### config.mk
export PLATFORM = sky130hd
export DESIGN_NAME = aabo_datapath
export DESIGN_NICKNAME = d
export VERILOG_FILES = /design/src/core/aabo_pkg.sv /design/src/core/aabo_alu_if.sv /design/src/core/aabo_datapath.sv /design/src/core/aabo_alu.sv
export SDC_FILE = /design/constraint.sdc
export NUM_CORES = 1
export LEC_CHECK = 0
export ABC_CLOCK_PERIOD_IN_PS = 4300
export BUFFER_PORTS_ARGS = -buffer_cell sky130_fd_sc_hd__buf_2
export CORE_ASPECT_RATIO = 1.2
export CORE_MARGIN = 2
export CORE_UTILIZATION = 45
export DETAILED_ROUTE_END_ITERATION = 10
export GPL_TIMING_DRIVEN = 0
export PLACE_DENSITY = 0.71
export SETUP_SLACK_MARGIN = 0.05
export SKIP_LAST_GASP = 1
export SLEW_MARGIN = 20
export SYNTH_ARGS = -nofsm -noshare
export SYNTH_HDL_FRONTEND = slang
export SYNTH_SLANG_ARGS = --single-unit
### constraint.sdc
create_clock -name i_core_clk -period 4.3 [get_ports i_core_clk]
set_input_delay 0 -clock i_core_clk [delete_from_list [all_inputs] [get_ports i_core_clk]]
set_output_delay 0 -clock i_core_clk [all_outputs]
set_load 0.01 [all_outputs]
### src/core/aabo_pkg.sv
// Constants and types for the accumulator ALU and bit-operation datapath
package aabo_pkg;
  localparam int unsigned DATA_W  = 8;
  localparam int unsigned ADDR_W  = 7;
  localparam int unsigned BIT_W   = 3;
  localparam logic [7:0]  ACC_RST = 8'h00;
  localparam logic [6:0]  ADR_RST = 7'h00;
  localparam logic [7:0]  WDATA_RST = 8'h00;
  localparam logic        FLAG_RST  = 1'b0;
  localparam logic        WE_RST    = 1'b0;
  localparam int unsigned HC_POS  = 4;

  typedef enum logic [2:0] {
    AABO_OP_NONE,
    AABO_OP_ADD_LIT,
    AABO_OP_AND_LIT,
    AABO_OP_ADD_REG,
    AABO_OP_AND_REG,
    AABO_OP_CLR_BIT,
    AABO_OP_SET_BIT
  } aabo_op_t;
endpackage

### src/core/aabo_alu_if.sv
// Interface carrying operands and results between the datapath and its ALU
`timescale 1ns/10ps
interface aabo_alu_if;
  aabo_pkg::aabo_op_t op;
  logic [7:0]         a;
  logic [7:0]         b;
  logic [2:0]         bit_sel;
  logic [7:0]         result;
  logic               carry;
  logic               half_carry;
  logic               zero;
  modport ctrl (output op, a, b, bit_sel,
                input  result, carry, half_carry, zero);
  modport alu  (input  op, a, b, bit_sel,
                output result, carry, half_carry, zero);
endinterface

### src/core/aabo_datapath.sv
// Accumulator datapath: executes add, AND and bit operations, writes back
`timescale 1ns/10ps
module aabo_datapath (
  input  wire logic       i_core_clk,
  input  wire logic       i_rst,
  input  wire logic       i_valid,
  input  wire logic [2:0] i_op,
  input  wire logic [7:0] i_literal,
  input  wire logic [6:0] i_reg_addr,
  input  wire logic [7:0] i_reg_rdata,
  input  wire logic       i_dest,
  input  wire logic [2:0] i_bit_sel,
  output logic      [7:0] o_accum,
  output logic            o_carry_flag,
  output logic            o_half_carry_flag,
  output logic            o_zero_flag,
  output logic            o_reg_we,
  output logic      [6:0] o_reg_addr,
  output logic      [7:0] o_reg_wdata
);
  ////////////////////////////////////////////////////////////////////////////
  aabo_alu_if alu_bus ();

  aabo_alu u_alu (
    .alu (alu_bus)
  );

  aabo_pkg::aabo_op_t op;

  logic [7:0] accum;
  logic       carry_flag;
  logic       half_carry_flag;
  logic       zero_flag;
  logic       reg_we;
  logic [6:0] reg_addr;
  logic [7:0] reg_wdata;

  logic [7:0] next_accum;
  logic       next_carry_flag;
  logic       next_half_carry_flag;
  logic       next_zero_flag;
  logic       next_reg_we;
  logic [6:0] next_reg_addr;
  logic [7:0] next_reg_wdata;

  ////////////////////////////////////////////////////////////////////////////
  // Unknown opcodes fall to no operation so nothing is written
  always_comb begin
    case (i_op)
      3'h1: begin
        op = aabo_pkg::AABO_OP_ADD_LIT;
      end
      3'h2: begin
        op = aabo_pkg::AABO_OP_AND_LIT;
      end
      3'h3: begin
        op = aabo_pkg::AABO_OP_ADD_REG;
      end
      3'h4: begin
        op = aabo_pkg::AABO_OP_AND_REG;
      end
      3'h5: begin
        op = aabo_pkg::AABO_OP_CLR_BIT;
      end
      3'h6: begin
        op = aabo_pkg::AABO_OP_SET_BIT;
      end
      default: begin
        op = aabo_pkg::AABO_OP_NONE;
      end
    endcase
  end

  always_comb begin
    alu_bus.op      = i_valid ? op : aabo_pkg::AABO_OP_NONE;
    alu_bus.a       = accum;
    alu_bus.bit_sel = i_bit_sel;
    // Literal ops take the immediate, all others the register operand
    if (op == aabo_pkg::AABO_OP_ADD_LIT ||
        op == aabo_pkg::AABO_OP_AND_LIT) begin
      alu_bus.b = i_literal;
    end else begin
      alu_bus.b = i_reg_rdata;
    end
  end

  ////////////////////////////////////////////////////////////////////////////
  // Decoded strobes, qualified by i_valid so an idle cycle changes nothing
  logic exec_add_lit;
  logic exec_and_lit;
  logic exec_add_reg;
  logic exec_and_reg;
  logic exec_clr_bit;
  logic exec_set_bit;
  logic upd_arith_flags;
  logic upd_zero_flag;
  logic wr_accum;
  logic wr_reg;

  always_comb begin
    exec_add_lit = 1'b0;
    exec_and_lit = 1'b0;
    exec_add_reg = 1'b0;
    exec_and_reg = 1'b0;
    exec_clr_bit = 1'b0;
    exec_set_bit = 1'b0;
    if (i_valid) begin
      case (op)
        aabo_pkg::AABO_OP_ADD_LIT: begin
          exec_add_lit = 1'b1;
        end
        aabo_pkg::AABO_OP_AND_LIT: begin
          exec_and_lit = 1'b1;
        end
        aabo_pkg::AABO_OP_ADD_REG: begin
          exec_add_reg = 1'b1;
        end
        aabo_pkg::AABO_OP_AND_REG: begin
          exec_and_reg = 1'b1;
        end
        aabo_pkg::AABO_OP_CLR_BIT: begin
          exec_clr_bit = 1'b1;
        end
        aabo_pkg::AABO_OP_SET_BIT: begin
          exec_set_bit = 1'b1;
        end
        default: begin
          // Opcodes 0 and 7 execute nothing
          exec_add_lit = 1'b0;
        end
      endcase
    end
  end

  always_comb begin
    // Only the adds produce carry and half carry; the ANDs keep them
    upd_arith_flags = exec_add_lit | exec_add_reg;
    // Adds and ANDs update zero; the bit operations alter no flag
    upd_zero_flag   = upd_arith_flags | exec_and_lit
                    | exec_and_reg;
    // The destination bit sends a register op's result to one place only
    wr_accum        = exec_add_lit | exec_and_lit
                    | ((exec_add_reg | exec_and_reg) & ~i_dest);
    wr_reg          = exec_clr_bit | exec_set_bit
                    | ((exec_add_reg | exec_and_reg) & i_dest);
  end

  ////////////////////////////////////////////////////////////////////////////
  // The ALU reads the registered accumulator, so back to back ops chain
  always_comb begin
    next_accum = accum;
    if (wr_accum) begin
      next_accum = alu_bus.result;
    end
  end

  always_ff @(posedge i_core_clk) begin
    if (i_rst) begin
      accum <= aabo_pkg::ACC_RST;
    end else begin
      accum <= next_accum;
    end
  end

  ////////////////////////////////////////////////////////////////////////////
  // Flags are plain outputs here, not bits of a status register
  always_comb begin
    next_carry_flag      = carry_flag;
    next_half_carry_flag = half_carry_flag;
    next_zero_flag       = zero_flag;
    if (upd_arith_flags) begin
      next_carry_flag      = alu_bus.carry;
      next_half_carry_flag = alu_bus.half_carry;
    end
    if (upd_zero_flag) begin
      next_zero_flag = alu_bus.zero;
    end
  end

  always_ff @(posedge i_core_clk) begin
    if (i_rst) begin
      carry_flag      <= aabo_pkg::FLAG_RST;
      half_carry_flag <= aabo_pkg::FLAG_RST;
      zero_flag       <= aabo_pkg::FLAG_RST;
    end else begin
      carry_flag      <= next_carry_flag;
      half_carry_flag <= next_half_carry_flag;
      zero_flag       <= next_zero_flag;
    end
  end

  ////////////////////////////////////////////////////////////////////////////
  // Write port: address and data hold, the strobe lasts one cycle. There is
  // no forwarding, so the register file must hand a following op the value
  // written the cycle before.
  always_comb begin
    next_reg_we    = wr_reg;
    next_reg_addr  = reg_addr;
    next_reg_wdata = reg_wdata;
    if (wr_reg) begin
      next_reg_addr  = i_reg_addr;
      next_reg_wdata = alu_bus.result;
    end
  end

  always_ff @(posedge i_core_clk) begin
    if (i_rst) begin
      reg_we    <= aabo_pkg::WE_RST;
      reg_addr  <= aabo_pkg::ADR_RST;
      reg_wdata <= aabo_pkg::WDATA_RST;
    end else begin
      reg_we    <= next_reg_we;
      reg_addr  <= next_reg_addr;
      reg_wdata <= next_reg_wdata;
    end
  end

  ////////////////////////////////////////////////////////////////////////////
  assign o_accum           = accum;
  assign o_carry_flag      = carry_flag;
  assign o_half_carry_flag = half_carry_flag;
  assign o_zero_flag       = zero_flag;
  assign o_reg_we          = reg_we;
  assign o_reg_addr        = reg_addr;
  assign o_reg_wdata       = reg_wdata;
endmodule

### src/core/aabo_alu.sv
// Combinational ALU: add, AND, single-bit set and clear
`timescale 1ns/10ps
module aabo_alu (
  aabo_alu_if.alu alu
);
  logic [4:0] low_sum;
  logic [8:0] full_sum;
  logic [7:0] bit_mask;

  always_comb begin
    low_sum  = {1'b0, alu.a[3:0]} + {1'b0, alu.b[3:0]};
    full_sum = {1'b0, alu.a} + {1'b0, alu.b};
    bit_mask = 8'h01 << alu.bit_sel;
    alu.result     = 8'h00;
    alu.carry      = 1'b0;
    alu.half_carry = 1'b0;
    case (alu.op)
      aabo_pkg::AABO_OP_ADD_LIT,
      aabo_pkg::AABO_OP_ADD_REG: begin
        alu.result     = full_sum[7:0];
        alu.carry      = full_sum[8];
        alu.half_carry = low_sum[aabo_pkg::HC_POS];
      end
      aabo_pkg::AABO_OP_AND_LIT,
      aabo_pkg::AABO_OP_AND_REG: begin
        alu.result = alu.a & alu.b;
      end
      aabo_pkg::AABO_OP_CLR_BIT: begin
        alu.result = alu.b & ~bit_mask;
      end
      aabo_pkg::AABO_OP_SET_BIT: begin
        alu.result = alu.b | bit_mask;
      end
      default: begin
        alu.result = 8'h00;
      end
    endcase
    alu.zero = (alu.result == 8'h00);
  end
endmodule

==> key figures <==
Synthesis
  • Register bit total from synthesis: 27
  • Post-Synthesis Cells: 230
  • Seq/Total Area, Yosys: 0.2824
  • Post-Syn Area per Cell: 8.323 sq um
  • Number of synthesized flops with an enable pin: 0
  • Synth Flop Type: dfxtp_1
  • Post-synth top area cell: dfxtp_1
  • Post-synthesis cell type count: 45
  • Yosys top cell area share: 0.2824
  • Area contributors post-synth: dfxtp_1, mux2i_1, nor2_1, a211oi_1, ha_1
  • Syn Nets: 274
  • Ys Warns: 0
  • Async S/R FF share, synth: 0
  • Synthesized area: 1914 sq um

Timing
  • Setup TNS: 0 ns
  • Final min period: 3.001 ns
  • Final hold slack: 0.1472 ns
  • Tcrit/Tclk final: 0.6979
  • Hold Vio Cnt, Final: 0
  • Final slew viol count: 0
  • Setup Skew: 0.004499 ns
  • RSZ-0062 raised after global routing: no
  • Fmax: 0.3332 GHz
  • Slew at the pin with the worst max-slew slack: 0.5650 ns
  • Slew HR: 0.6211
  • Final setup violating endpoints: 0

Clocking
  • Root buffer cell: clkbuf_8
  • Post-CTS Setup Inserts: 0
  • TritonCTS clock tree: yes
  • Number of clock sinks: 27
  • CTS Buf Count: 3
  • Htree depth: 1
  • Post-cts resize count: 0
  • Worst skew pair latency: 0.27 ns
  • Clock transition at path regs: 0.09 ns
  • Largest buffer count on any clock path: 2

Power and ir drop
  • Worst VDD drop: 226.7 uV
  • Pwr/cell area: 250.4 nW/um^2
  • LEAKAGE: 0.001057 uW
  • Internal power: 409.5 uW
  • Psw: 185.1 uW
  • Logic pwr share: 0.303
  • Switch share: 0.3113
  • Power, Total: 594.6 uW
  • Seq pwr share: 0.460
  • Clock share of power: 0.238

Place
  • Port bufs: 55
  • GP Congestion: 0.8957
  • DP HPWL: 3921 microns

Global routing
  • GRT Residual Overflow: 0
  • Number of global-route vias before repair: 1840
  • Largest net degree at the start of global routing: 15
  • First-pass GRT wire length: 8514 microns
  • Initial antenna violation count: 0
  • Tot GR Track Use: 0.2270

Drt
  • Post-route ant nets: 0
  • WL/cell: 14.62 microns
  • DR iter-0 viols: 159
  • Via density: 5.415
  • DRT Wirelength: 5147 microns
  • Via count: 1906
  • # DRC: 0
  • Drt pass-1 iters: 4

Final layout
  • Area grow syn2layout: 24.05%
  • Antenna cells: 0
  • Final net count: 341
  • Share of cells above drive strength 1: 0.2635
  • Commonest non-fill, non-tap cells in the layout: buf_2, nor2_1, dfxtp_1
  • Commonest non-fill, non-tap cell in the layout: buf_2

Flow run
  • Max-cap check violation count: 0

Worst setup path
  • Worst path required time: 4.49 ns
  • Critical path type: in -> reg
  • Slowest-stage cell, CP: a221oi_1
  • Worst EP arrival: 3.19 ns
  • Crit path launch type: primary input
  • Worst-path fanout max: 5
  • Largest stage delay, worst path: 0.50 ns
  • Critical path, cell by cell: buf_2 -> xnor2_2 -> nor2_2 -> mux2_4 -> ha_1 -> fa_1 -> nand3_1 -> nand2_1 -> xor2_1 -> a221oi_1 -> or4b_1 -> o31ai_2
  • Critical Path End Type: flop

Min path
  • Worst hold path type: in -> reg

Floorplan
  • Core ar.: 4164 sq um
  • Boundary Pins: 60
  • Row Count: 26
  • Die ar.: 4794 sq um
  • Die Y: 75.45 microns
  • Initial Util: 0.4597
  • Die W: 63.54 microns

Status
  • Status: finished, final reports clean
[cells in the mapped netlist, types with 2 or more instances]
library cell,n
nand3b_1,8
ha_1,10
nor3b_1,2
a211oi_1,19
o21a_1,2
buf_2,4
mux2i_1,17
inv_1,3
and2_1,2
nand2_1,15
nor2_1,41
clkbuf_1,4
xor2_1,5
a221oi_1,2
nor2b_1,4
dfxtp_1,27
mux2_2,2
a31oi_1,5
o21ai_0,9
nand3_1,4
a21oi_1,10
a21o_1,2
a221oi_2,2
mux2_4,2
o22ai_1,2
nor3_1,6
buf_6,3
[kinds of logic (layout without fill, tap and decap cells)]
group | after synthesis | count (layout) | synth area share
buffers and inverters | 16 | 82 | 0.04640
AO/OA/AOI/OAI | 59 | 59 | 0.2183
flip-flops | 27 | 27 | 0.2824
XOR/XNOR | 7 | 7 | 0.03595
multiplexers | 21 | 21 | 0.1163
AND/OR/NAND/NOR | 89 | 89 | 0.2248
adder cells (fa/ha/maj) | 11 | 11 | 0.07582
[area by class of cell]
cell class	count	area (sq um)
Multi-Input combinational cell	187	1285
Tap cell	56	70.07
Clock buffer	4	45.04
Buffer	13	77.57
Timing Repair Buffer	62	345.3
Inverter	3	11.26
Fill cell	431	1789
Sequential cell	27	540.5
[critical path: cells and delay by family]
| family | cells | cell delay (ns) |
|---|---|---|
| AO/OA/AOI/OAI | 2 | 0.69 |
| adder cells (fa/ha/maj) | 2 | 0.63 |
| AND/OR/NAND/NOR | 4 | 1.05 |
| multiplexers | 1 | 0.35 |
| XOR/XNOR | 2 | 0.32 |
| buffers and inverters | 1 | 0.13 |
[power by group through the flow]
| stage | Combinational, uW | Clock (uW) | Sequential, uW |
|---|---|---|---|
| finish | 180 | 141 | 273 |
| global route | 202 | 151 | 275 |
| CTS | 179 | 143 | 273 |
| detailed placement | 173 | 0 | 278 |
| global placement | 171 | 0 | 278 |
| floorplan | 114 | 0 | 283 |
[final timing paths]
| check | from | depth (start not counted) | slack [ns] | end |
|---|---|---|---|---|
| max | i_op[0] | 12 | 1.30 | o_zero_flag$_SDFFE_PP0P_ |
| min | i_rst | 2 | 0.15 | o_reg_we$_SDFF_PP0_ |
| max reg2reg | o_accum[0]$_SDFFE_PP0P_ | 8 | 1.64 | o_zero_flag$_SDFFE_PP0P_ |
| min reg2reg | o_reg_addr[1]$_SDFFE_PP0P_ | 2 | 0.50 | o_reg_addr[1]$_SDFFE_PP0P_ |
[sequential cells by signal, indices dropped and copies added, names as in the netlist]
| name | cells |
|---|---|
| o_accum | 8 |
| o_carry_flag | 1 |
| o_half_carry_flag | 1 |
| o_reg_addr | 7 |
| o_reg_wdata | 8 |
| o_reg_we | 1 |
| o_zero_flag | 1 |
[timing repair]
action | in CTS | in global routing
endpoints found under the setup margin | 0 | 0
endpoints found under the hold margin | 7 | 0
hold buffers | 7 | 0
[layer usage]
layer  part of all wire  track usage
met3              0.046      0.01477
met2               0.49       0.4129
met1               0.45       0.2822
met5                  0            0
met4              0.019      0.09662
[stage by stage]
step / instance area (sq um) / std cells / util / worst slack, ns
detailed placement: 2260 / 341 / 0.5427 / 1.032
global placement: 2260 / 341 / 0.5427 / 1.025
global route: 2375 / 352 / 0.5703 / 1.038
floorplan: 1914 / 230 / - / 1.528
finish: 2375 / 352 / 0.5703 / 1.299
CTS: 2375 / 352 / 0.5703 / 1.292
Power figures use the tool's default switching activity.
